<file path="src/dlt_pkg.sv">
package dlt_pkg;

  // ****************************************************************
  // Widths
  // ****************************************************************
  // Bounds span -4294967295..+4294967295: 33-bit two's complement
  localparam int DLT_VAL_W = 33;
  // Longest pulse, 99999.999 s in cycles, needs 44 bits
  localparam int DLT_PULSE_W = 44;

  // ****************************************************************
  // Register offsets
  // ****************************************************************
  localparam logic [7:0] DLT_ADR_UPPER_ONE = 8'h00;
  localparam logic [7:0] DLT_ADR_LOWER_ONE = 8'h04;
  localparam logic [7:0] DLT_ADR_UPPER_TWO = 8'h08;
  localparam logic [7:0] DLT_ADR_LOWER_TWO = 8'h0c;
  localparam logic [7:0] DLT_ADR_UPPER_HI = 8'h10;
  localparam logic [7:0] DLT_ADR_CTRL = 8'h14;
  localparam logic [7:0] DLT_ADR_CMD = 8'h18;
  localparam logic [7:0] DLT_ADR_RESULT = 8'h1c;
  localparam logic [7:0] DLT_ADR_PULSE = 8'h20;
  localparam logic [7:0] DLT_ADR_IRQ_STAT = 8'h24;
  localparam logic [7:0] DLT_ADR_IRQ_MASK = 8'h28;
  localparam logic [7:0] DLT_ADR_INDIC = 8'h2c;

  // ****************************************************************
  // Control register fields
  // ****************************************************************
  localparam int DLT_CTRL_EN_ONE = 0;
  localparam int DLT_CTRL_EN_TWO = 1;
  localparam int DLT_CTRL_AUTO_ONE = 2;
  localparam int DLT_CTRL_AUTO_TWO = 3;
  localparam int DLT_CTRL_SENSE_LOW = 4;
  localparam int DLT_CTRL_OUT_EN = 5;
  localparam int DLT_CTRL_PULSE_EN = 6;
  localparam int DLT_CTRL_LATCH = 7;
  localparam logic [7:0] DLT_CTRL_RST = 8'h0c;

  // Command register fields (write-only pulses)
  localparam int DLT_CMD_CLR_ONE = 0;
  localparam int DLT_CMD_CLR_TWO = 1;
  localparam int DLT_CMD_CLR_MASTER = 2;

  // Interrupt bits
  localparam int DLT_IRQ_FAIL_ONE = 0;
  localparam int DLT_IRQ_FAIL_TWO = 1;
  localparam int DLT_IRQ_W = 2;

  // ****************************************************************
  // Timing
  // ****************************************************************
  localparam int DLT_CLK_MHZ = 100;
  localparam int DLT_PULSE_RST_MS = 2;
  localparam longint DLT_CYC_PER_MS = longint'(DLT_CLK_MHZ) * 1000;
  localparam logic [DLT_PULSE_W-1:0] DLT_PULSE_RST =
    DLT_PULSE_W'(longint'(DLT_PULSE_RST_MS) * DLT_CYC_PER_MS);
  localparam logic [DLT_PULSE_W-1:0] DLT_PULSE_MIN = DLT_PULSE_W'(DLT_CYC_PER_MS);
  localparam logic [DLT_PULSE_W-1:0] DLT_PULSE_MAX =
    DLT_PULSE_W'(longint'(99999999) * DLT_CYC_PER_MS);

  // ****************************************************************
  // Types
  // ****************************************************************
  typedef struct packed {
    logic high;
    logic low;
  } dlt_hit_t;

  typedef struct packed {
    logic ind_high;
    logic ind_in;
    logic ind_low;
    logic inside_window_two_msg;
    logic digit_two;
  } dlt_indic_t;

  typedef enum logic [1:0] {
    DLT_PS_IDLE = 2'b00,
    DLT_PS_HOLD = 2'b01,
    DLT_PS_DONE = 2'b10
  } dlt_pstate_t;

endpackage

</file>
<file path="src/dlt_top.sv">
`timescale 1ns/1ps
module dlt_top
  import dlt_pkg::*;
#(
  parameter int VW = DLT_VAL_W,
  parameter int PW = DLT_PULSE_W,
  parameter logic [PW-1:0] PULSE_RST = DLT_PULSE_RST
)
(
  // Clock, reset, enable
  input wire logic core_clk,
  input wire logic rstn,
  input wire logic ce,
  // Register port
  input wire logic [7:0] reg_addr,
  input wire logic [31:0] reg_wdata,
  input wire logic reg_wr,
  input wire logic reg_rd,
  output logic [31:0] reg_rdata,
  // Measurement stream
  input wire logic [VW-1:0] reading,
  input wire logic reading_valid,
  input wire logic instr_idle,
  input wire logic local_limits_off,
  // Indicators
  output dlt_indic_t indic,
  output dlt_hit_t event_one,
  output dlt_hit_t event_two,
  // Handler outputs
  output logic [4:0] dig_out,
  output logic irq
);

  // ****************************************************************
  // Declarations
  // ****************************************************************
  logic [VW-1:0] upper_bound_pair_one_ff, lower_bound_pair_one_ff;
  logic [VW-1:0] upper_bound_pair_two_ff, lower_bound_pair_two_ff;
  logic [11:0] upper_hi_ff;
  logic [7:0] ctrl_ff;
  logic [PW-1:0] pulse_ff;
  logic fail_one_ff, fail_two_ff;
  dlt_hit_t hit_one_ff, hit_two_ff;
  logic master_ff;
  logic [DLT_IRQ_W-1:0] irq_stat_ff, irq_mask_ff;
  logic [31:0] rdata_ff;
  logic idle_s1_ff, idle_s2_ff, loc_s1_ff, loc_s2_ff;
  dlt_hit_t nxt_one, nxt_two;
  logic en_one, en_two;
  logic wr_ctrl, wr_cmd;
  logic [4:0] raw_out;
  logic [4:0] act_out;

  // Reading reaches or passes either bound
  function automatic dlt_hit_t cmp(input logic [VW-1:0] r, input logic [VW-1:0] hi,
                                   input logic [VW-1:0] lo);
    dlt_hit_t h;
    h.high = $signed(r) >= $signed(hi);
    h.low = $signed(r) <= $signed(lo);
    return h;
  endfunction

  // Write value with upper word bits from the staging register
  function automatic logic [VW-1:0] wide(input logic [31:0] lo, input logic [11:0] hi);
    return VW'({hi, lo});
  endfunction

  // ****************************************************************
  // Pin synchronisers
  // ****************************************************************
  always_ff @(posedge core_clk or negedge rstn)
  begin
    if (!rstn)
    begin
      idle_s1_ff <= 1'b0;
      idle_s2_ff <= 1'b0;
      loc_s1_ff <= 1'b0;
      loc_s2_ff <= 1'b0;
    end
    else if (ce)
    begin
      idle_s1_ff <= instr_idle;
      idle_s2_ff <= idle_s1_ff;
      loc_s1_ff <= local_limits_off;
      loc_s2_ff <= loc_s1_ff;
    end
  end

  assign en_one = ctrl_ff[DLT_CTRL_EN_ONE] && !loc_s2_ff;
  assign en_two = ctrl_ff[DLT_CTRL_EN_TWO] && !loc_s2_ff;
  assign wr_ctrl = reg_wr && (reg_addr == DLT_ADR_CTRL);
  assign wr_cmd = reg_wr && (reg_addr == DLT_ADR_CMD);

  // ****************************************************************
  // Configuration registers
  // ****************************************************************
  always_ff @(posedge core_clk or negedge rstn)
  begin
    if (!rstn)
    begin
      upper_bound_pair_one_ff <= '0;
      lower_bound_pair_one_ff <= '0;
      upper_bound_pair_two_ff <= '0;
      lower_bound_pair_two_ff <= '0;
      upper_hi_ff <= 12'h000;
      ctrl_ff <= DLT_CTRL_RST;
      pulse_ff <= PULSE_RST;
      irq_mask_ff <= '0;
    end
    else if (ce && reg_wr)
    begin
      unique case (reg_addr)
        DLT_ADR_UPPER_HI: upper_hi_ff <= reg_wdata[11:0];
        DLT_ADR_UPPER_ONE: upper_bound_pair_one_ff <= wide(reg_wdata, upper_hi_ff);
        DLT_ADR_LOWER_ONE: lower_bound_pair_one_ff <= wide(reg_wdata, upper_hi_ff);
        DLT_ADR_UPPER_TWO: upper_bound_pair_two_ff <= wide(reg_wdata, upper_hi_ff);
        DLT_ADR_LOWER_TWO: lower_bound_pair_two_ff <= wide(reg_wdata, upper_hi_ff);
        DLT_ADR_CTRL: ctrl_ff <= reg_wdata[7:0];
        DLT_ADR_PULSE:
        begin
          if ({upper_hi_ff, reg_wdata} < 44'(DLT_PULSE_MIN))
            pulse_ff <= DLT_PULSE_MIN;
          else if ({upper_hi_ff, reg_wdata} > 44'(DLT_PULSE_MAX))
            pulse_ff <= DLT_PULSE_MAX;
          else
            pulse_ff <= PW'({upper_hi_ff, reg_wdata});
        end
        DLT_ADR_IRQ_MASK: irq_mask_ff <= reg_wdata[DLT_IRQ_W-1:0];
        default: ;
      endcase
    end
  end

  // ****************************************************************
  // Comparison and fail flags
  // ****************************************************************
  always_comb
  begin
    nxt_one = cmp(reading, upper_bound_pair_one_ff, lower_bound_pair_one_ff);
    nxt_two = cmp(reading, upper_bound_pair_two_ff, lower_bound_pair_two_ff);
  end

  always_ff @(posedge core_clk or negedge rstn)
  begin
    if (!rstn)
    begin
      hit_one_ff <= '0;
      hit_two_ff <= '0;
    end
    else if (ce && reading_valid)
    begin
      hit_one_ff <= en_one ? nxt_one : '0;
      hit_two_ff <= en_two ? nxt_two : '0;
    end
  end

  // Fail one; a new failing reading wins over any clear
  always_ff @(posedge core_clk or negedge rstn)
  begin
    if (!rstn)
      fail_one_ff <= 1'b0;
    else if (ce)
    begin
      if (reading_valid && en_one && (nxt_one.high || nxt_one.low))
        fail_one_ff <= 1'b1;
      else if (wr_cmd && reg_wdata[DLT_CMD_CLR_ONE])
        fail_one_ff <= 1'b0;
      else if (ctrl_ff[DLT_CTRL_AUTO_ONE] && idle_s2_ff)
        fail_one_ff <= 1'b0;
    end
  end

  always_ff @(posedge core_clk or negedge rstn)
  begin
    if (!rstn)
      fail_two_ff <= 1'b0;
    else if (ce)
    begin
      if (reading_valid && en_two && (nxt_two.high || nxt_two.low))
        fail_two_ff <= 1'b1;
      else if (wr_cmd && reg_wdata[DLT_CMD_CLR_TWO])
        fail_two_ff <= 1'b0;
      else if (ctrl_ff[DLT_CTRL_AUTO_TWO] && idle_s2_ff)
        fail_two_ff <= 1'b0;
    end
  end

  // ****************************************************************
  // Master latch
  // ****************************************************************
  always_ff @(posedge core_clk or negedge rstn)
  begin
    if (!rstn)
      master_ff <= 1'b0;
    else if (ce)
    begin
      if (ctrl_ff[DLT_CTRL_LATCH] && (|raw_out[3:0]))
        master_ff <= 1'b1;
      else if ((wr_cmd && reg_wdata[DLT_CMD_CLR_MASTER]) || !ctrl_ff[DLT_CTRL_LATCH])
        master_ff <= 1'b0;
    end
  end

  // ****************************************************************
  // Handler outputs
  // ****************************************************************
  always_comb
  begin
    raw_out[0] = hit_one_ff.low;
    raw_out[1] = hit_one_ff.high;
    raw_out[2] = hit_two_ff.low;
    raw_out[3] = hit_two_ff.high;
    raw_out[4] = hit_one_ff.high || hit_one_ff.low || hit_two_ff.high || hit_two_ff.low
                 || master_ff;
  end

  genvar gi;
  generate
    for (gi = 0; gi < 5; gi++)
    begin : g_pulse
      dlt_pulse #(.W(PW)) u_pulse (
        .core_clk(core_clk),
        .rstn(rstn),
        .ce(ce),
        .pulse_en(ctrl_ff[DLT_CTRL_PULSE_EN]),
        .width(pulse_ff),
        .level(raw_out[gi] && ctrl_ff[DLT_CTRL_OUT_EN]),
        .active(act_out[gi])
      );
    end
  endgenerate

  always_ff @(posedge core_clk or negedge rstn)
  begin
    if (!rstn)
      dig_out <= 5'h00;
    else if (ce)
      // Enable gate also cuts a pulse already running when outputs turn off
      dig_out <= {5{ctrl_ff[DLT_CTRL_SENSE_LOW]}}
                 ^ (act_out & {5{ctrl_ff[DLT_CTRL_OUT_EN]}});
  end

  // ****************************************************************
  // Indicators and event bits
  // ****************************************************************
  always_ff @(posedge core_clk or negedge rstn)
  begin
    if (!rstn)
      indic <= '0;
    else if (ce)
    begin
      indic <= '0;
      if (en_one)
      begin
        indic.ind_high <= hit_one_ff.high;
        indic.ind_low <= hit_one_ff.low;
        indic.ind_in <= !(hit_one_ff.high || hit_one_ff.low);
      end
      else if (en_two)
      begin
        indic.ind_high <= hit_two_ff.high;
        indic.ind_low <= hit_two_ff.low;
        indic.inside_window_two_msg <= !(hit_two_ff.high || hit_two_ff.low);
        indic.digit_two <= hit_two_ff.high || hit_two_ff.low;
      end
    end
  end

  assign event_one = hit_one_ff;
  assign event_two = hit_two_ff;

  // ****************************************************************
  // Interrupts
  // ****************************************************************
  always_ff @(posedge core_clk or negedge rstn)
  begin
    if (!rstn)
      irq_stat_ff <= '0;
    else if (ce)
    begin
      for (int i = 0; i < DLT_IRQ_W; i++)
      begin
        if ((i == DLT_IRQ_FAIL_ONE ? nxt_one.high || nxt_one.low : nxt_two.high || nxt_two.low)
            && reading_valid && (i == DLT_IRQ_FAIL_ONE ? en_one : en_two))
          irq_stat_ff[i] <= 1'b1;
        else if (reg_wr && reg_addr == DLT_ADR_IRQ_STAT && reg_wdata[i])
          irq_stat_ff[i] <= 1'b0;
      end
    end
  end

  assign irq = |(irq_stat_ff & irq_mask_ff);

  // ****************************************************************
  // Read port
  // ****************************************************************
  always_ff @(posedge core_clk or negedge rstn)
  begin
    if (!rstn)
      rdata_ff <= 32'h0000_0000;
    else if (ce)
    begin
      rdata_ff <= 32'h0000_0000;
      if (reg_rd)
      begin
        unique case (reg_addr)
          DLT_ADR_UPPER_ONE: rdata_ff <= upper_bound_pair_one_ff[31:0];
          DLT_ADR_LOWER_ONE: rdata_ff <= lower_bound_pair_one_ff[31:0];
          DLT_ADR_UPPER_TWO: rdata_ff <= upper_bound_pair_two_ff[31:0];
          DLT_ADR_LOWER_TWO: rdata_ff <= lower_bound_pair_two_ff[31:0];
          DLT_ADR_UPPER_HI: rdata_ff <= {20'h0_0000, upper_hi_ff};
          DLT_ADR_CTRL: rdata_ff <= {24'h00_0000, ctrl_ff};
          DLT_ADR_RESULT: rdata_ff <= {26'h000_0000, hit_two_ff, hit_one_ff,
                                       fail_two_ff, fail_one_ff};
          DLT_ADR_PULSE: rdata_ff <= pulse_ff[31:0];
          DLT_ADR_IRQ_STAT: rdata_ff <= {30'h0000_0000, irq_stat_ff};
          DLT_ADR_IRQ_MASK: rdata_ff <= {30'h0000_0000, irq_mask_ff};
          DLT_ADR_INDIC: rdata_ff <= {27'h000_0000, indic};
          default: rdata_ff <= 32'h0000_0000;
        endcase
      end
    end
  end

  assign reg_rdata = rdata_ff;

endmodule // dlt_top

</file>
<file path="src/dlt_pulse.sv">
`timescale 1ns/1ps
module dlt_pulse
  import dlt_pkg::*;
#(
  parameter int W = DLT_PULSE_W
)
(
  // Clock and reset
  input wire logic core_clk,
  input wire logic rstn,
  input wire logic ce,
  // Control
  input wire logic pulse_en,
  input wire logic [W-1:0] width,
  input wire logic level,
  // Output
  output logic active
);

  dlt_pstate_t st_ff;
  logic [W-1:0] cnt_ff;

  // ****************************************************************
  // Level passes straight through; pulse mode fires once per rise
  // ****************************************************************
  always_ff @(posedge core_clk or negedge rstn)
  begin
    if (!rstn)
    begin
      st_ff <= DLT_PS_IDLE;
      cnt_ff <= '0;
    end
    else if (ce)
    begin
      unique case (st_ff)
        DLT_PS_IDLE:
        begin
          if (pulse_en && level)
          begin
            st_ff <= DLT_PS_HOLD;
            cnt_ff <= width;
          end
        end
        DLT_PS_HOLD:
        begin
          if (cnt_ff <= W'(1))
            st_ff <= DLT_PS_DONE;
          cnt_ff <= cnt_ff - W'(1);
        end
        DLT_PS_DONE:
        begin
          if (!level)
            st_ff <= DLT_PS_IDLE;
        end
        default:
          st_ff <= DLT_PS_IDLE;
      endcase
    end
  end

  assign active = pulse_en ? (st_ff == DLT_PS_HOLD) : level;

endmodule // dlt_pulse

</file>
<file path="config.mk">
export PLATFORM = sky130hd
export DESIGN_NAME = dlt_top
export DESIGN_NICKNAME = d
export VERILOG_FILES = /design/src/dlt_pkg.sv /design/src/dlt_top.sv /design/src/dlt_pulse.sv
export SDC_FILE = /design/constraint.sdc
export NUM_CORES = 1
export LEC_CHECK = 0
export ABC_AREA = 1
export BUFFER_PORTS_ARGS = -buffer_cell sky130_fd_sc_hd__buf_2
export CAP_MARGIN = 20
export CORE_UTILIZATION = 45
export CTS_CLUSTER_DIAMETER = 100
export DETAILED_ROUTE_END_ITERATION = 8
export PLACE_DENSITY_LB_ADDON = 0.12
export SLEW_MARGIN = 20
export SYNTH_ARGS = -nofsm -noshare
export SYNTH_HDL_FRONTEND = slang
export SYNTH_SLANG_ARGS = --single-unit
</file>
<file path="constraint.sdc">
create_clock -name core_clk -period 4.1 [get_ports core_clk]
set_input_delay 0.82 -clock core_clk [delete_from_list [all_inputs] [get_ports core_clk]]
set_output_delay 0.82 -clock core_clk [all_outputs]
set_load 0.01 [all_outputs]
</file>
==> metrics.yaml <==
wl_mm: 115
crit_path_end_kind: "flip-flop"
grt_first_pass_wirelength_mm: 176
synth.distinct_cells: 57
yosysTopAreaCell: "dfrtp_1"
drt_iter0_drc: 3372
root_buffer: "clkbuf_16"
irDropWorstVdd_v: 0.000359
status: "completed"
coreArea_sq_um: 68700
power_switching_mw: 7.80
worst_setup_path_start_kind: "flip-flop"
hold_path_class: "input port to asynchronous set/reset pin"
finalSetupViolCount: 0
ys_async_sr_fraction: 1.00
ys_seq_area_frac: 0.387
required_ns: 4.66
cp-startpoint: "g_pulse[0].u_pulse.st_ff[0]$_DFFE_PN0P_"
place_area_sq_um: 32700
synth_edf_count: 0
synth_commonest_cells: "nand2_1 (1,087), nor2_1 (499), dfrtp_1 (475)"
final_antenna_net_count: 0
post-cts-setup-buffers: 0
gp_congestion: 0.962
worst_path_max_delay_cell: "dfrtp_1"
nNetsFinal: 4676
ff2ff_path_depth: 7
cts_hold_buffers: 0
crit_type: "flip-flop to flip-flop"
finClkSkew_ns: 0.0374
clkPwrFrac: 0.291
slew_headroom: 0.317
num-fill-cells: 7051
max_freq_mhz: 390
syn-instance-count: 4376
grt_setup_unrepaired: "no"
chipWidth_um: 266
die-height_um: 266
combPwrFrac: 0.327
cap_violations: 0
reg2reg_slack_ns: 1.53
synth.area.top_cells: "dfrtp_1 (38%), nand2_1 (13%), nor2_1 (6.0%), ha_1 (5.7%), inv_1 (5.5%)"
hold_viol: 0
clkTransAtPathRegs_ns: 0.06
grt_max_degree: 89
setup_ws_ns: 1.53
rows: 96
drc: 0
yosysWarnings: 0
finalCriticalPeriod_ns: 2.57
cp_cell_sequence: "inv_1 -> nand2_1 -> nand3_2 -> buf_4 -> a21oi_1 -> o21ai_0 -> o21ai_1"
place_ws_ns: 1.25
p_int_mw: 11.1
synth_top_area_frac: 0.380
crit_arrival_ns: 3.13
cts_tree: "built"
fin_area_sq_um: 34800
first_pass_iters: 6
die-area_sq_um: 70500
grt_usage: 0.327
area_growth_pct: 11.3
worstMarginPinSlew_ns: 1.02
sequentialPowerShare: 0.381
grt.overflow.total: 0
vias_per_cell: 5.55
synth_nets: 4599
p_total_mw: 18.9
p_leak_nw: 15.8
swShare: 0.412
port_buffers: 127
hpwl_mm: 83.0
reg2reg_to: "g_pulse[0].u_pulse.cnt_ff[10]$_DFFE_PN0P_"
clock_latency_ns: 0.65
ys_ff_latch: 483
synthFlopType: "dfrtp_1"
syn_area_per_cell_sq_um: 7.14
p_per_area_nw_per_um2: 544
min_period_over_period: 0.626
reg2reg_from: "g_pulse[0].u_pulse.st_ff[0]$_DFFE_PN0P_"
yosysMostFrequentCell: "nand2_1"
pin_count: 128
tns_ns: 0
grt_pass1_vias: 28200
drive_above_1_share: 0.0933
cts_sinks: 483
clock_path_buffers: 3
start_util: 0.455
via_count: 30200
cts_htree_levels: 2
drv_slew: 0
cts_buffers: 59
critPathMaxStageDelay_ns: 0.69
path_max_fanout: 30
cts.repair.resized: 0
wl_per_cell_um: 21.2
whs_ns: 0.234
antenna_found_initial: 7
synth_area_sq_um: 31200
## worst max path at each step
stage and to:
6_report g_pulse[0].u_pulse.cnt_ff[10]$_DFFE_PN0P_, 5_1_grt g_pulse[0].u_pulse.cnt_ff[10]$_DFFE_PN0P_, 4_1_cts g_pulse[4].u_pulse.cnt_ff[38]$_DFFE_PN0P_, 3_5_place_dp lower_bound_pair_one_ff[16]$_DFFE_PN0P_, 3_3_place_gp lower_bound_pair_one_ff[18]$_DFFE_PN0P_, 2_1_floorplan event_two[1]$_DFFE_PN0P_
## layout by cell type, fill, tap and decap left out, drive strengths merged, types with 13 or more instances in the layout
cell    count
nand2    1103
o21ai     577
nor2      541
inv       504
dfrtp     475
a21oi     287
buf       175
nand3     164
ha        142
xor2      106
clkbuf     88
o22ai      65
nand4      57
nor3       57
o221ai     24
o211ai     24
xnor2      16
clkinv     13
## flip-flops by register name (all words and copies together) (netlist names), 2 cells and up
signal and count:
lower_bound_pair_two_ff 33, reg_rdata 32, upper_bound_pair_one_ff 33, upper_hi_ff 12, irq_stat_ff 2, irq_mask_ff 2
pulse_ff 44, indic 5, lower_bound_pair_one_ff 33, upper_bound_pair_two_ff 33, ctrl_ff 8, event_one 2
g_pulse.u_pulse.st_ff 10, g_pulse.u_pulse.cnt_ff 220, dig_out 5, event_two 2
## area by class of cell
class | instances | area [sq um] | area share
well taps | 931 | 1160 | 0.0335
multi-input cells | 3232 | 16500 | 0.475
diodes | 1 | 2.50 | 0.0000720
clock buffers | 88 | 1780 | 0.0511
clock inverters | 24 | 258 | 0.00741
inverters | 502 | 1890 | 0.0543
repair buffers | 175 | 1080 | 0.0311
flip-flops and latches | 483 | 12100 | 0.348
## metal layers
layer / global-route usage / wire, um
met5: 0 / 57
met4: 0.112 / 4120
met1: 0.470 / 51800
met3: 0.0580 / 9290
met2: 0.495 / 49900
## cell families after synthesis
group                      share of synthesized area
buffers and inverters                         0.0855
AOI/OAI and AO/OA                              0.176
and+or+nand+nor                                0.260
adders and majority gates                     0.0569
DFF                                            0.387
xor gates and xnor gates                      0.0342
## power by group through the flow
| stage | Sequential [mW] | Clock, mW | Combinational [mW] |
|---|---|---|---|
| floorplan | 6.82 | 0 | 4.63 |
| global placement | 7.25 | 0 | 6.00 |
| detailed placement | 7.24 | 0 | 6.12 |
| CTS | 7.18 | 5.59 | 6.13 |
| global route | 7.38 | 5.77 | 7.04 |
| finish | 7.22 | 5.51 | 6.20 |
## worst max-delay path, delay by kind of cell, from the launching register on
family / cells / cell delay (ns)
buffers and inverters: 2 / 0.77
and+or+nand+nor: 2 / 0.57
DFF: 1 / 0.69
AOI/OAI and AO/OA: 3 / 0.44
## metrics by stage
stage / cells / util
floorplan: 4376 / -
global placement: 5323 / 0.477
detailed placement: 5323 / 0.477
CTS: 5435 / 0.506
global route: 5435 / 0.506
finish: 5436 / 0.506
Note: power is estimated with default switching activity, not from simulation.
